===== src/ssc_consts.vh =====
// Constants for the synthesizer serial configuration port
// Overview of operation
// Frame is 32 bits: 29 data, 3 address
// Shift data MSB first while strobe low
// Strobe rise copies 29 bits to addressed register; the code latches all 32 frame bits, address bits included
// Host writes every register after power-up
// Host writes addresses five down to zero
// Some bits double buffered, applied together
// Host selects pin readback mode 1100 first
// Readback frame ends 110, then one clock
// Device shifts register six out MSB first
// Host may restore pin select 0000 afterwards
// Power down by bit or chip enable low
// Host waits 20ms after leaving power down; the testbench waits 16 clocks
// Reference divider 10 bits, 1 to 1023
// Doubler and halver bits shape comparison rate
// Counter hold resets reference and integer dividers
// Integer value 16 bits, fractional 19 to 4091
// Modulus 2..4095, numerator below modulus
// Output A divides by two to code
// Placement bit; in-loop feedback division capped 16
// Output B follows A or raw oscillator
// Bit 31 selects integer or fractional mode
// Zero numerator may switch to integer mode
// Extra clocks: last 32 bits are used
`ifndef SSC_CONSTS_VH
`define SSC_CONSTS_VH
`define SSC_FRAME_BITS    32
`define SSC_DATA_BITS     29
`define SSC_ADDR_BITS     3
`define SSC_ADDR_DIVINT   3'h0
`define SSC_ADDR_MODULUS  3'h1
`define SSC_ADDR_REFPATH  3'h2
`define SSC_ADDR_TIMING   3'h3
`define SSC_ADDR_OUTPUT   3'h4
`define SSC_ADDR_MISC     3'h5
`define SSC_ADDR_STATUS   3'h6
`define SSC_MODE_BIT      31
`define SSC_NINT_HI       30
`define SSC_NINT_LO       15
`define SSC_FRAC_HI       14
`define SSC_FRAC_LO       3
`define SSC_MOD_HI        14
`define SSC_MOD_LO        3
`define SSC_PSEL_HI_HI    28
`define SSC_PSEL_HI_LO    26
`define SSC_DBL_BIT       25
`define SSC_HALF_BIT      24
`define SSC_RDIV_HI       23
`define SSC_RDIV_LO       14
`define SSC_LDSTYLE_BIT   8
`define SSC_PD_BIT        5
`define SSC_HOLD_BIT      3
`define SSC_OUT_A_RATIO_CODE_HI       22
`define SSC_OUT_A_RATIO_CODE_LO       20
`define SSC_FB_BIT        24
`define SSC_BSRC_BIT      9
`define SSC_PSEL_MSB_BIT  18
`define SSC_AUTOWHOLE_BIT 24
`define SSC_PSEL_READBACK 4'hC
`define SSC_FB_DIV_CAP    3'h4
`define SSC_NINT_MIN      16'h0010
`define SSC_NINT_FMIN     16'h0013
`define SSC_NINT_FMAX     16'h0FFB
`define SSC_MOD_MIN       12'h002
`define SSC_READ_BITS     6'h20
`endif


===== src/ssc_config_port.v =====
// Serial configuration port of a frequency synthesizer
`timescale 1ns/1ps
`default_nettype none
`include "ssc_consts.vh"
module ssc_config_port (
	input  wire        clk,
	input  wire        rst_n,
	input  wire        sclk_pin,
	input  wire        sdata_pin,
	input  wire        load_strobe,
	input  wire        chip_enable_pin,
	input  wire [31:0] status_word,
	input  wire        mux_pin_in,
	output reg         mux_pin_out,
	output reg         mux_pin_oe,
	output reg  [31:0] divider_integer_fraction,
	output reg  [31:0] modulus_config,
	output reg  [31:0] reference_path_config,
	output reg  [31:0] timing_config,
	output reg  [31:0] output_config,
	output reg  [31:0] misc_config,
	output reg         low_power,
	output reg         integer_mode,
	output reg         lock_detect_style,
	output reg  [9:0]  ref_divider,
	output reg         ref_doubler_on,
	output reg         ref_halver_on,
	output reg         counter_hold,
	output reg  [15:0] int_divider,
	output reg  [11:0] frac_numerator,
	output reg  [11:0] frac_modulus,
	output reg  [7:0]  out_a_ratio,
	output reg  [4:0]  feedback_ratio,
	output reg         loop_divider_placement,
	output reg         out_b_source_sel,
	output reg         setting_error
);
	localparam [2:0] ST_IDLE = 3'b001;
	localparam [2:0] ST_ARM  = 3'b010;
	localparam [2:0] ST_SEND = 3'b100;

	wire sclk_lvl;
	wire sclk_rise;
	wire sclk_fall;
	wire le_lvl;
	wire le_rise;
	wire le_fall;
	wire sdata_lvl;
	wire ce_lvl;
	wire mux_unused;
	wire wr_divint;
	wire wr_modulus;
	wire wr_refpath;
	wire wr_timing;
	wire wr_output;
	wire wr_misc;
	wire rb_arm;
	wire rdiv_bad;
	wire nint_bad;
	wire nfrac_bad;
	wire mod_bad;
	wire num_bad;

	reg  [31:0] shift_q;
	reg  [2:0]  rb_state_q;
	reg  [31:0] rb_shift_q;
	reg  [5:0]  rb_count_q;
	reg         mux_in_meta_q;
	reg         mux_in_q;

	////////////////////////////////////////////////////////////
	// Synchronise serial clock and strobe, find edges
	ssc_edge_sync u_sclk (
		.clk    (clk),
		.rst_n  (rst_n),
		.pin_in (sclk_pin),
		.level  (sclk_lvl),
		.rise   (sclk_rise),
		.fall   (sclk_fall)
	);
	ssc_edge_sync #(
		.IDLE_LEVEL (1'b1)
	) u_le (
		.clk    (clk),
		.rst_n  (rst_n),
		.pin_in (load_strobe),
		.level  (le_lvl),
		.rise   (le_rise),
		.fall   (le_fall)
	);
	ssc_edge_sync u_data (
		.clk    (clk),
		.rst_n  (rst_n),
		.pin_in (sdata_pin),
		.level  (sdata_lvl),
		.rise   (),
		.fall   ()
	);
	ssc_edge_sync #(
		.IDLE_LEVEL (1'b1)
	) u_ce (
		.clk    (clk),
		.rst_n  (rst_n),
		.pin_in (chip_enable_pin),
		.level  (ce_lvl),
		.rise   (),
		.fall   ()
	);

	////////////////////////////////////////////////////////////
	// Pin input side kept synchronised, not used by logic
	always @(posedge clk) begin
		if (!rst_n) begin
			mux_in_meta_q <= 1'b0;
			mux_in_q      <= 1'b0;
		end else begin
			mux_in_meta_q <= mux_pin_in;
			mux_in_q      <= mux_in_meta_q;
		end
	end
	assign mux_unused = mux_in_q;

	////////////////////////////////////////////////////////////
	// Select a field of the pin mode from two registers
	function [3:0] pin_select;
		input [31:0] misc_w;
		input [31:0] ref_w;
		begin
			pin_select = {misc_w[`SSC_PSEL_MSB_BIT], ref_w[`SSC_PSEL_HI_HI:`SSC_PSEL_HI_LO]};
		end
	endfunction

	// True when a latched frame targets the given address
	function frame_to;
		input [31:0] frame_w;
		input [2:0]  addr_w;
		begin
			frame_to = (frame_w[2:0] == addr_w);
		end
	endfunction

	// Feedback share of the output divider, capped at 16
	function [4:0] fb_ratio;
		input       outside_w;
		input [2:0] code_w;
		begin
			if (outside_w) begin
				fb_ratio = 5'h01;
			end else if (code_w > `SSC_FB_DIV_CAP) begin
				fb_ratio = 5'h10;
			end else begin
				fb_ratio = 5'h01 << code_w;
			end
		end
	endfunction

	// One write strobe per register, all on the strobe rise
	assign wr_divint  = le_rise & frame_to(shift_q, `SSC_ADDR_DIVINT);
	assign wr_modulus = le_rise & frame_to(shift_q, `SSC_ADDR_MODULUS);
	assign wr_refpath = le_rise & frame_to(shift_q, `SSC_ADDR_REFPATH);
	assign wr_timing  = le_rise & frame_to(shift_q, `SSC_ADDR_TIMING);
	assign wr_output  = le_rise & frame_to(shift_q, `SSC_ADDR_OUTPUT);
	assign wr_misc    = le_rise & frame_to(shift_q, `SSC_ADDR_MISC);
	assign rb_arm     = le_rise & frame_to(shift_q, `SSC_ADDR_STATUS) &
		(pin_select(misc_config, reference_path_config) == `SSC_PSEL_READBACK);

	////////////////////////////////////////////////////////////
	// Shift data in MSB first; keeps last 32 bits
	always @(posedge clk) begin
		if (!rst_n) begin
			shift_q <= 32'h0000_0000;
		end else if (sclk_rise && !le_lvl) begin
			shift_q <= {shift_q[30:0], sdata_lvl};
		end
	end

	////////////////////////////////////////////////////////////
	// Latch whole 32-bit frame, address bits included, into addressed register on strobe rise
	always @(posedge clk) begin
		if (!rst_n) begin
			divider_integer_fraction <= 32'h0000_0000;
			modulus_config           <= 32'h0000_0000;
			reference_path_config    <= 32'h0000_0000;
			timing_config            <= 32'h0000_0000;
			output_config            <= 32'h0000_0000;
			misc_config              <= 32'h0000_0000;
		end else if (wr_divint) begin
			divider_integer_fraction <= shift_q;
		end else if (wr_modulus) begin
			modulus_config <= shift_q;
		end else if (wr_refpath) begin
			reference_path_config <= shift_q;
		end else if (wr_timing) begin
			timing_config <= shift_q;
		end else if (wr_output) begin
			output_config <= shift_q;
		end else if (wr_misc) begin
			misc_config <= shift_q;
		end
	end

	////////////////////////////////////////////////////////////
	// Double-buffered divider settings applied when register zero lands
	always @(posedge clk) begin
		if (!rst_n) begin
			ref_divider    <= 10'h001;
			ref_doubler_on <= 1'b0;
			ref_halver_on  <= 1'b0;
			frac_modulus   <= `SSC_MOD_MIN;
			out_a_ratio    <= 8'h01;
		end else if (wr_divint) begin
			ref_divider    <= reference_path_config[`SSC_RDIV_HI:`SSC_RDIV_LO];
			ref_doubler_on <= reference_path_config[`SSC_DBL_BIT];
			ref_halver_on  <= reference_path_config[`SSC_HALF_BIT];
			frac_modulus   <= modulus_config[`SSC_MOD_HI:`SSC_MOD_LO];
			out_a_ratio    <= 8'h01 << output_config[`SSC_OUT_A_RATIO_CODE_HI:`SSC_OUT_A_RATIO_CODE_LO];
		end
	end

	////////////////////////////////////////////////////////////
	// Directly applied mode and control settings
	always @(posedge clk) begin
		if (!rst_n) begin
			low_power              <= 1'b1;
			integer_mode           <= 1'b0;
			lock_detect_style      <= 1'b0;
			counter_hold           <= 1'b0;
			int_divider            <= `SSC_NINT_MIN;
			frac_numerator         <= 12'h000;
			feedback_ratio         <= 5'h01;
			loop_divider_placement <= 1'b0;
			out_b_source_sel       <= 1'b0;
		end else begin
			low_power         <= reference_path_config[`SSC_PD_BIT] | ~ce_lvl;
			counter_hold      <= reference_path_config[`SSC_HOLD_BIT];
			lock_detect_style <= reference_path_config[`SSC_LDSTYLE_BIT];
			int_divider       <= divider_integer_fraction[`SSC_NINT_HI:`SSC_NINT_LO];
			frac_numerator    <= divider_integer_fraction[`SSC_FRAC_HI:`SSC_FRAC_LO];
			integer_mode      <= divider_integer_fraction[`SSC_MODE_BIT] |
				(misc_config[`SSC_AUTOWHOLE_BIT] &
				(divider_integer_fraction[`SSC_FRAC_HI:`SSC_FRAC_LO] == 12'h000));
			loop_divider_placement <= output_config[`SSC_FB_BIT];
			out_b_source_sel       <= output_config[`SSC_BSRC_BIT];
			// Feedback share follows placement and output code at once
			feedback_ratio <= fb_ratio(output_config[`SSC_FB_BIT],
				output_config[`SSC_OUT_A_RATIO_CODE_HI:`SSC_OUT_A_RATIO_CODE_LO]);
		end
	end

	////////////////////////////////////////////////////////////
	// Range checks on the applied divider values
	assign rdiv_bad  = (ref_divider == 10'h000);
	assign nint_bad  = (int_divider < `SSC_NINT_MIN);
	assign nfrac_bad = !integer_mode &&
		((int_divider < `SSC_NINT_FMIN) || (int_divider > `SSC_NINT_FMAX));
	assign mod_bad   = (frac_modulus < `SSC_MOD_MIN);
	assign num_bad   = !integer_mode && (frac_numerator >= frac_modulus);

	// Flag settings outside their legal ranges
	always @(posedge clk) begin
		if (!rst_n) begin
			setting_error <= 1'b0;
		end else begin
			setting_error <= rdiv_bad | nint_bad | nfrac_bad | mod_bad | num_bad;
		end
	end

	////////////////////////////////////////////////////////////
	// Readback: armed by a 110 frame, then one clock, then shift out
	always @(posedge clk) begin
		if (!rst_n) begin
			rb_state_q  <= ST_IDLE;
			rb_shift_q  <= 32'h0000_0000;
			rb_count_q  <= 6'h00;
			mux_pin_out <= 1'b0;
			mux_pin_oe  <= 1'b0;
		end else begin
			case (rb_state_q)
				// Wait for an armed frame to address six
				ST_IDLE: begin
					mux_pin_oe <= 1'b0;
					if (rb_arm) begin
						rb_shift_q <= status_word;
						rb_state_q <= ST_ARM;
					end
				end
				// Extra clock turns the pin driver on
				ST_ARM: begin
					if (le_fall) begin
						rb_state_q <= ST_IDLE;
					end else if (sclk_rise) begin
						mux_pin_oe <= 1'b1;
						rb_state_q <= ST_SEND;
						rb_count_q <= 6'h00;
					end
				end
				// One bit per clock rise, MSB first
				ST_SEND: begin
					if (le_fall) begin
						mux_pin_oe <= 1'b0;
						rb_state_q <= ST_IDLE;
					end else if (sclk_rise) begin
						mux_pin_out <= rb_shift_q[31];
						rb_shift_q  <= {rb_shift_q[30:0], 1'b0};
						rb_count_q  <= rb_count_q + 6'h01;
						if (rb_count_q == `SSC_READ_BITS) begin
							mux_pin_oe <= 1'b0;
							rb_state_q <= ST_IDLE;
						end
					end
				end
				// Recover from an illegal state code
				default: begin
					rb_state_q <= ST_IDLE;
				end
			endcase
		end
	end
endmodule
`default_nettype wire


===== src/ssc_edge_sync.v =====
// Two-flop synchroniser with rise and fall detection
`timescale 1ns/1ps
`default_nettype none
module ssc_edge_sync #(
	parameter [0:0] IDLE_LEVEL = 1'b0
) (
	input  wire clk,
	input  wire rst_n,
	input  wire pin_in,
	output wire level,
	output wire rise,
	output wire fall
);
	reg meta_q;
	reg sync_q;
	reg last_q;

	// First flop feeds only the second
	always @(posedge clk) begin
		if (!rst_n) begin
			meta_q <= IDLE_LEVEL; // Idle level, so no false edge after reset
			sync_q <= IDLE_LEVEL;
			last_q <= IDLE_LEVEL;
		end else begin
			meta_q <= pin_in;
			sync_q <= meta_q;
			last_q <= sync_q;
		end
	end

	assign level = sync_q;
	assign rise  = sync_q & ~last_q;
	assign fall  = ~sync_q & last_q;
endmodule
`default_nettype wire


===== config.mk =====
export PLATFORM = sky130hd
export DESIGN_NAME = ssc_config_port
export DESIGN_NICKNAME = d
export VERILOG_FILES = /design/src/ssc_config_port.v /design/src/ssc_edge_sync.v
export VERILOG_INCLUDE_DIRS = /design/src
export SDC_FILE = /design/constraint.sdc
export NUM_CORES = 1
export LEC_CHECK = 0
export ABC_CLOCK_PERIOD_IN_PS = 5500
export BUFFER_PORTS_ARGS = -buffer_cell sky130_fd_sc_hd__buf_2
export CORE_ASPECT_RATIO = 1.1
export CORE_MARGIN = 2
export CORE_UTILIZATION = 58
export CTS_CLUSTER_DIAMETER = 150
export DETAILED_ROUTE_END_ITERATION = 6
export PLACE_DENSITY = 0.86
export RECOVER_POWER = 100
export SLEW_MARGIN = 30
export SYNTH_ARGS = -nofsm -noshare
export SYNTH_HDL_FRONTEND = slang
export SYNTH_HIERARCHICAL = 1
export SYNTH_SLANG_ARGS = --single-unit

===== constraint.sdc =====
create_clock -name clk -period 5.5 [get_ports clk]
set_clock_uncertainty 0.05 [all_clocks]
set_input_delay 0.275 -clock clk [delete_from_list [all_inputs] [get_ports clk]]
set_output_delay 0.275 -clock clk [all_outputs]
set_load 0.01 [all_outputs]

==> results of run 1 <==
layer usage:
metal  global-route usage  routed length, µm  vias up
met4                0.134               1480        0
met5                    0                  0        -
met1                0.358              14400     5551
li1                     -                  -     5575
met2                0.511              17700      473
met3               0.0616               2760      105
worst min-delay path: cells and delay by family:
| family | cells | cell delay (ps) |
|---|---|---|
| simple gates | 1 | 50 |
| compound gates | 1 | 70 |
| buf+inv | 1 | 90 |
through the flow:
stage | std cells | hold WS, ps | cell area [µm²]
2_1_floorplan | 1561 | 298 | 13000
3_3_place_gp | 2036 | 330 | 14400
3_5_place_dp | 2036 | 332 | 14400
4_1_cts | 2120 | 0.170 | 15800
5_1_grt | 2120 | -12.0 | 15300
6_report | 2120 | -16.6 | 15300
sequential cells by signal, indices dropped and copies added, names as in the netlist, 3 cells and up:
register and count:
rb_state_q 3, reference_path_config 32, misc_config 32, out_a_ratio 8
modulus_config 32, rb_shift_q 32, output_config 32, divider_integer_fraction 32
int_divider 16, frac_modulus 12, frac_numerator 12, ref_divider 10
shift_q 32, feedback_ratio 5, rb_count_q 6, timing_config 32
power by group through the flow:
stage	sequential (mW)	combinational, mW	clock, mW
after floorplan	2.65	0.179	0
after global placement	2.65	0.203	0
after detailed placement	2.65	0.211	0
after CTS	2.60	0.225	2.43
after global routing	2.60	0.221	2.54
final	2.60	0.199	2.40
repair_timing:
item                                   4_1_cts  5_1_grt
hold buffers                                25        0
setup endpoints to repair                    0        0
setup buffers                                0        0
endpoints found under the hold margin       25        0
how the worst max path moves through the flow:
stage,start,endpoint,slack [ps]
2_1_floorplan,u_sclk/level,rb_shift_q[8],3480
3_3_place_gp,rb_state_q[1],mux_pin_oe,2760
3_5_place_dp,u_sclk/level,rb_shift_q[29],2930
4_1_cts,u_sclk/level,rb_shift_q[29],2880
5_1_grt,rst_n,out_a_ratio[0],1300
6_report,rst_n,output_config[1],1860
area by class of cell:
type / count / area [µm²]
clock buffers: 47 / 1030
clock inverters: 12 / 138
fillers: 1840 / 6720
inverters: 18 / 80.1
multi-input cells: 1055 / 5160
flip-flops and latches: 349 / 6990
well taps: 295 / 369
repair buffers: 344 / 1540
==> results by group, run 1 <==
Layout
  • Most frequent cells in the layout: nand2_1 (538), dfxtp_1 (349), clkbuf_1 (273)
  • Most common cell after layout, fill and taps aside: nand2_1
  • Finished Core Util: 0.695
  • Area Growth Syn to Fin: 17.6%
  • N_diodes: 0
  • Layout cell share with drive strength beyond 1: 0.0658
  • Nets@finish: between 1500 and 2000

STA
  • Final setup TNS: 0 ps
  • Crit share post-route: 0.662
  • Fmax: roughly 270 MHz
  • Max transition margin: -0.548
  • Worst Max-Slew Pin Slew: between 2000 and 2500 ps
  • Final worst setup slack: 1860 ps
  • Final hold vios: 6
  • # setup viols final: 0
  • Max Slew Vio Count: roughly 150
  • Hold Slack: -16.6 ps
  • RSZ-0062 raised after global routing: false
  • Post-layout min period: between 3000 and 4000 ps

Route
  • Pre-antenna DRT Iters: 5
  • Via Count: around 12000
  • Residual DRC count: 0
  • Final ANT Viol Nets: 0
  • DRT iter0 DRCs: 875
  • Final wirelength: ~36000 µm
  • Routed vias/inst: 5.52
  • DR WL/cell: around 17 µm

CTS
  • Cts bufs inserted: 34
  • CTS resizes: 0
  • Root buf cell: clkbuf_16
  • CTS clk-pin slew, worst paths: about 60 ps
  • Clock buffer depth: 3
  • CTS tree: done
  • Sink Count: 349
  • H-Tree Depth: 2
  • Clk_lat worst skew: 510 ps

Pwr
  • Leak Pwr: between 5 and 6 nW
  • Combinational power share: 0.038
  • Tot Pwr: 5.20 mW
  • Psw: 1.09 mW
  • Sequential share of power: 0.500
  • Worst vdd ir: approximately 0.23 mV
  • Clock Power Share: 0.461
  • PD cells: 339 mW/mm²
  • Internal power: about 4.1 mW
  • Sw Share: 0.210

GRT
  • Largest net degree at the start of global routing: 178
  • Antenna violations before repair: 0
  • Overall routing resource usage: 0.296
  • Vias in the first global route: around 11000
  • First-pass GRT wire length: roughly 57000 µm
  • Grt ovf: 0

Critical path
  • RR Endpoint: output_config[14]
  • WP buf/inv: 2
  • CP Class: in2reg
  • Startpoint Class: primary input
  • Crit path required time: 5880 ps
  • Worst r2r src: u_le/level
  • Largest incremental delay on the critical path: around 1800 ps
  • Maximum fanout along the worst path: 62
  • Top delay family on crit path: buffers and inverters
  • Critical Path End Type: flip-flop
  • Reg2reg path depth: 6
  • Stages on worst setup path: 3
  • Slowest CP cell: clkbuf_1
  • Cell-by-cell trace of the critical path: clkbuf_1 > clkbuf_1 > and3_1
  • Flop2flop setup slack: between 2000 and 2500 ps
  • CP dominant cell by count: clkbuf_1
  • Crit path DAT: between 4000 and 5000 ps

Die
  • Core area: approximately 0.022 mm²
  • Die ar.: 0.0237 mm²
  • # rows: 57
  • Die extent in y: about 160 µm
  • Die Width: approximately 150 µm
  • Initial Util: 0.591
  • IO Pins: about 300

Outcome
  • Status: complete, but fails checks
  • Violated checks: negative hold slack, max-capacitance violations, max-slew violations

Hold path
  • Min-delay src: status_word[18]
  • HP Class: in2reg
  • Hold Path Cell Cnt: 3
  • Worst Hold Path EP: rb_shift_q[18]

Yosys
  • Synth Net Count: around 1600
  • Synth Instances: around 1600
  • Mean Syn Cell Area: around 8.3 µm²
  • Syn. warnings: 6
  • Mapped cell area: between 0.01 and 0.015 mm²

Placement
  • Number of port buffers: approximately 300
  • Post-DP HPWL: 23100 µm
  • Minimum setup slack after placement: just under 3000 ps
  • Placer congestion estimate: between 0.8 and 0.9

Flow run
  • Maxcap violations: 3
No activity file was read; power rests on OpenSTA's default activity.
==> inputs of run 2 (changes only) <==
--- a/config.mk
+++ b/config.mk
@@ -6,14 +6,15 @@
 export SDC_FILE = /design/constraint.sdc
 export NUM_CORES = 1
 export LEC_CHECK = 0
-export ABC_CLOCK_PERIOD_IN_PS = 5500
+export ABC_AREA = 1
+export ABC_CLOCK_PERIOD_IN_PS = 3300
 export BUFFER_PORTS_ARGS = -buffer_cell sky130_fd_sc_hd__buf_2
 export CORE_ASPECT_RATIO = 1.1
 export CORE_MARGIN = 2
-export CORE_UTILIZATION = 58
+export CORE_UTILIZATION = 48
 export CTS_CLUSTER_DIAMETER = 150
 export DETAILED_ROUTE_END_ITERATION = 6
-export PLACE_DENSITY = 0.86
+export PLACE_DENSITY = 0.77
 export RECOVER_POWER = 100
 export SLEW_MARGIN = 30
 export SYNTH_ARGS = -nofsm -noshare
==> constraint.sdc (replaced) <==
create_clock -name clk -period 3.3 [get_ports clk]
set_clock_uncertainty 0.05 [all_clocks]
set_input_delay 0.165 -clock clk [delete_from_list [all_inputs] [get_ports clk]]
set_output_delay 0.165 -clock clk [all_outputs]
set_load 0.01 [all_outputs]
==> run 2 against run 1 <==
Against the previous run:
- the flow finishes with violations (max-capacitance violations, max-slew violations)
- power increased by 69%
- register-to-register slack got worse by 1600 ps
- routed wire length increased by 2.3%
- non-clock buffer count decreased by 1
- first-iteration DRC count increased by 10%
- global-route usage decreased by 3.9 points
- die area increased by 17%
- synthesized cell count increased by 4.5%
- sequential power increased by 70%
- critical endpoint is now frac_modulus[11]
- largest cell class unchanged
==> results by group, run 2 <==
Outcome
  • Status: complete, but fails checks
  • Violated checks: max-capacitance violations, max-slew violations

Placement
  • Number of port buffers: ~300
  • Placer congestion estimate: 0.861
  • Inst Count DP: 2200
  • Post-DP HPWL: between 20000 and 25000 µm

Layout
  • Layout cell share with drive strength beyond 1: 0.0549
  • Most common cell after layout, fill and taps aside: nor2_1
  • Nets@finish: 1966
  • N_diodes: 0
  • Non-filler instance count after layout: 2283
  • Area Growth Syn to Fin: 20.8%
  • Most frequent cells in the layout: nor2_1 (402), dfxtp_1 (349), o21ai_0 (298)

Hold path
  • HP Class: in2reg

STA
  • Max transition margin: -0.182
  • Post-layout min period: between 2000 and 3000 ps
  • RSZ-0062 raised after global routing: false
  • Worst Max-Slew Pin Slew: about 1800 ps
  • Fmax: approximately 390 MHz
  • Crit share post-route: 0.770
  • # setup viols final: 0
  • Max Slew Vio Count: about 300
  • Final setup TNS: 0 ps
  • Final hold vios: 0

Die
  • Die extent in y: ~170 µm
  • Core area: between 0.02 and 0.03 mm²
  • Die Width: 159 µm
  • Initial Util: 0.487
  • IO Pins: a little over 300
  • # rows: 62
  • Die ar.: approximately 0.028 mm²

Yosys
  • Mapped cell area: about 0.013 mm²
  • Synth Net Count: 1684
  • Mean Syn Cell Area: 7.78 µm²
  • Syn. warnings: 6
  • Synth Instances: around 1600

Route
  • Via Count: ~12000
  • DR WL/cell: between 15 and 20 µm
  • DRT iter0 DRCs: between 900 and 1000
  • Final ANT Viol Nets: 0
  • Routed vias/inst: a little over 5
  • Pre-antenna DRT Iters: 6
  • Final wirelength: about 37000 µm
  • Residual DRC count: 0

CTS
  • Sink Count: 349
  • CTS clk-pin slew, worst paths: about 60 ps
  • # hold bufs at CTS: 28
  • Cts bufs inserted: 35
  • CTS resizes: 0
  • Clock buffer depth: 3
  • CTS tree: done
  • H-Tree Depth: 2
  • Clk_lat worst skew: 510 ps
  • Root buf cell: clkbuf_16
  • Post-CTS Setup Bufs: 0

GRT
  • Vias in the first global route: about 11000
  • Most crowded layer after global routing: met2
  • Grt ovf: 0
  • Largest net degree at the start of global routing: between 150 and 200
  • Overall routing resource usage: 0.257
  • Met3 usage: 0.0520
  • Antenna violations before repair: 0
  • Global Route met2 Usage: 0.435
  • First-pass GRT wire length: 57500 µm
  • Met1 usage: 0.329

Critical path
  • Largest incremental delay on the critical path: 1380 ps
  • Cell-by-cell trace of the critical path: clkbuf_4 > clkbuf_4 > o21ai_0 > a21oi_1
  • CP dominant cell by count: clkbuf_4
  • Critical Path End Type: flip-flop
  • Maximum fanout along the worst path: roughly 180
  • Top delay family on crit path: buffers and inverters
  • WP buf/inv: 2
  • Crit path required time: about 3700 ps
  • Slowest CP cell: clkbuf_4
  • Startpoint Class: primary input
  • CP Class: in2reg
  • Crit path DAT: around 2900 ps

Pwr
  • Leak Pwr: a little under 7 nW
  • PD cells: ~570 mW/mm²
  • Worst vdd ir: around 0.36 mV

Flow run
  • Maxcap violations: 3
run 2: cell types whose count changed in the layout (fill, tap and decap cells not counted), moves of 6 or more:
cell,delta
inv_1,+145
nor2_1,+341
buf_4,-8
nand2b_1,-13
o21ai_0,+292
nand4_1,+6
and2_1,-20
and2_0,-19
a311oi_1,-30
a21oi_1,-92
nand2_1,-403
a21boi_0,-53
and3_1,-13
run 2: report_power, final:
part | leakage, nW | switching [mW] | internal (mW) | total [mW]
logic | 3.44 | 0.308 | 0.167 | 0.475
registers | 2.82 | 0.0681 | 4.34 | 4.41
clock network | 0.546 | 1.61 | 2.32 | 3.92
run 2: final timing paths:
| kind | slack, ps | to | startpoint | depth (start not counted) |
|---|---|---|---|---|
| max reg2reg | 790 | output_config[25] | u_le/level | 7 |
| max | 760 | frac_modulus[11] | rst_n | 4 |
| min reg2reg | 350 | low_power | u_ce/level | 1 |
| min | 30 | rb_shift_q[22] | status_word[22] | 5 |
run 2: cell type report:
type                            instances  area [µm²]
Clock inverter                          8         130
Fill cell                            2471       10700
Sequential cell                       349        6990
Timing Repair Buffer                  343        1540
Clock buffer                           47         982
Tap cell                              352         440
Inverter                              165         619
Multi-Input combinational cell       1019        4640
run 2: metrics by stage:
step	utilization	worst slack (ps)	total power, mW	instance area (µm²)	hold WS, ps
after floorplan	-	1790	4.84	12700	184
after global placement	0.550	1110	4.94	14300	295
after detailed placement	0.550	1080	4.96	14300	295
after CTS	0.603	1070	8.88	15700	6.04
after global routing	0.588	530	9.11	15300	73.5
final	0.588	758	8.80	15300	26.4
run 2: worst reg2reg max path, cell delays in order (launching register included):
cell	delay, ps
dfxtp_1	350
inv_1	60
nor2_1	140
nand2_1	150
nor2_1	180
clkbuf_1	1070
o21ai_0	260
nor2_1	190
run 2: metal layers:
layer,part of all wire,up-vias
met5,0,-
met4,0.032,0
met3,0.067,88
met2,0.47,432
met1,0.43,5367
li1,-,5740
==> inputs of run 3 (changes only) <==
--- a/config.mk
+++ b/config.mk
@@ -7,14 +7,14 @@
 export NUM_CORES = 1
 export LEC_CHECK = 0
 export ABC_AREA = 1
-export ABC_CLOCK_PERIOD_IN_PS = 3300
+export ABC_CLOCK_PERIOD_IN_PS = 2550
 export BUFFER_PORTS_ARGS = -buffer_cell sky130_fd_sc_hd__buf_2
 export CORE_ASPECT_RATIO = 1.1
 export CORE_MARGIN = 2
-export CORE_UTILIZATION = 48
+export CORE_UTILIZATION = 53
 export CTS_CLUSTER_DIAMETER = 150
 export DETAILED_ROUTE_END_ITERATION = 6
-export PLACE_DENSITY = 0.77
+export PLACE_DENSITY = 0.8
 export RECOVER_POWER = 100
 export SLEW_MARGIN = 30
 export SYNTH_ARGS = -nofsm -noshare
==> constraint.sdc (replaced) <==
create_clock -name clk -period 2.55 [get_ports clk]
set_clock_uncertainty 0.05 [all_clocks]
set_input_delay 0.1275 -clock clk [delete_from_list [all_inputs] [get_ports clk]]
set_output_delay 0.1275 -clock clk [all_outputs]
set_load 0.01 [all_outputs]
==> run 3 against run 2 <==
Against the previous run:
- the run now ends clean
- cell count down 1.3%
- non-clock buffer count up 10
- count of clock-buffer cells in the layout grew 2
- register-to-register slack lost 550 ps
- utilization increased by 6.3 points
- critical path depth grew 4
- largest cell class unchanged
- largest power group unchanged
- highest routed layer unchanged
==> results by group, run 3 (synthesis gave the netlist of run 2 again) <==
Outcome
  • Status: finished, final reports clean

Die
  • Die ar.: 0.0252 mm²
  • Die Width: approximately 150 µm
  • # rows: ~60
  • Initial Util: 0.537
  • Die extent in y: between 150 and 200 µm
  • IO Pins: around 310
  • Core area: about 0.024 mm²

Critical path
  • Crit path required time: around 2900 ps
  • Worst r2r src: reference_path_config[28]
  • CP Class: reg2reg
  • Maximum fanout along the worst path: 33
  • Crit path DAT: 2640 ps
  • Startpoint Class: flip-flop
  • Slowest CP cell: buf_2
  • CP dominant cell by count: nand2_1
  • Largest incremental delay on the critical path: roughly 380 ps
  • Top delay family on crit path: simple AND/OR/NAND/NOR gates
  • WP buf/inv: 1
  • Crit path from: reference_path_config[28]
  • Critical Path End Type: flip-flop
  • Cell-by-cell trace of the critical path: nand2_1 > nor3_1 > nand3b_1 > nand2_1 > nand3_4 > buf_2 > o21ai_0 > a21oi_1

Layout
  • Most frequent cells in the layout: nor2_1 (403), dfxtp_1 (349), o21ai_0 (295)
  • Most common cell after layout, fill and taps aside: nor2_1
  • Fill cell count: 2123
  • Layout cell share with drive strength beyond 1: 0.0595
  • FF/Latch Area: ~0.007 mm²
  • Area Growth Syn to Fin: 21.2%
  • Nets@finish: a little under 2000
  • N_diodes: 0
  • Multi-input gate area: around 0.0046 mm²
  • Finished Core Util: 0.651

Route
  • Residual DRC count: 0
  • Final wirelength: 36600 µm
  • Routed vias/inst: around 5.2
  • DR WL/cell: between 15 and 20 µm
  • Via Count: roughly 12000
  • Pre-antenna DRT Iters: 5
  • Final ANT Viol Nets: 0
  • DRT iter0 DRCs: approximately 950

GRT
  • Grt ovf: 0
  • Antenna violations before repair: 0
  • Overall routing resource usage: 0.279
  • Vias in the first global route: about 11000
  • First-pass GRT wire length: about 56000 µm
  • Largest net degree at the start of global routing: ~170

Hold path
  • Min-delay src: status_word[2]
  • HP Class: in2reg

CTS
  • Post-CTS Setup Bufs: 0
  • CTS tree: done
  • Clk_lat worst skew: approximately 500 ps
  • Clock buffer depth: 3
  • Sink Count: 349
  • CTS clk-pin slew, worst paths: about 60 ps
  • Cts bufs inserted: 35
  • H-Tree Depth: 2
  • Root buf cell: clkbuf_16

Pwr
  • Leak Pwr: between 6 and 7 nW
  • PD cells: between 700 and 800 mW/mm²
  • Worst vdd ir: approximately 0.45 mV

STA
  • Post-layout min period: roughly 2300 ps
  • RSZ-0062 raised after global routing: false
  • Final hold vios: 0
  • Max transition margin: 0.208
  • Crit share post-route: 0.907
  • Final setup TNS: 0 ps
  • Fmax: approximately 430 MHz
  • Worst Max-Slew Pin Slew: between 1000 and 1500 ps
  • Max Slew Vio Count: 0
  • # setup viols final: 0

Placement
  • Number of port buffers: slightly above 300
  • Placer congestion estimate: about 0.85
  • Post-DP HPWL: between 20000 and 25000 µm

Flow run
  • Maxcap violations: 0
-- run 3: cell count changes in the layout (fill, tap and decap cells not counted), moves of 3 or more --
cell | before | now
clkbuf_2 | 2 | 6
clkinv_2 | 3 | 6
clkinvlp_4 | 0 | 3
dlygate4sd3_1 | 28 | 34
o21ai_0 | 298 | 295
o21ai_1 | 1 | 4
-- run 3: routing by layer --
| layer | routed length (µm) | track usage | part of all wire |
|---|---|---|---|
| met1 | 15200 | 0.360 | 0.42 |
| met2 | 17500 | 0.470 | 0.48 |
| met3 | 2670 | 0.0500 | 0.073 |
| met4 | 1230 | 0.0954 | 0.034 |
| met5 | 0 | 0 | 0 |
-- run 3: final timing paths --
kind	to	slack, ps	cells after the start
worst max-delay path	rb_shift_q[28]	240	8
worst min-delay path	rb_shift_q[2]	20	5
worst max register to register	rb_shift_q[28]	240	8
worst min register to register	low_power	350	1
-- run 3: through the flow --
stage               instances  hold WS (ps)  total power [mW]  cell area, µm²  setup WS (ps)
CTS                      2253         0.513              11.5           15800            476
global placement         2157           270              6.41           14300            536
floorplan                1631           146              6.26           12700           1040
finish                   2253          15.5              11.4           15400            237
detailed placement       2157           269              6.44           14300            497
global route             2253          26.6              11.8           15400           70.4
-- run 3: layout make-up --
class	count	share of cell area
sequential	349	0.454
multi-input combinational	1019	0.300
timing repair buffer	353	0.106
clock buffer	49	0.0643
inverter	165	0.0403
tap	305	0.0248
clock inverter	13	0.00985
-- run 3: tightest hold or removal path, stage by stage --
cell	delay, ps
buf_2	90
nand2_1	60
o21ai_0	70
o21ai_0	80
a21oi_1	110
-- run 3: power breakdown --
part | internal (mW) | leakage, nW | switching (mW) | total, mW
combinational | 0.225 | 3.49 | 0.406 | 0.631
sequential | 5.61 | 2.82 | 0.0888 | 5.70
clock | 3.02 | 0.555 | 2.07 | 5.09
-- run 3: what timing repair did --
item,in CTS,in global routing
hold buffers,34,0
resized for setup,0,0
endpoints found under the hold margin,35,0
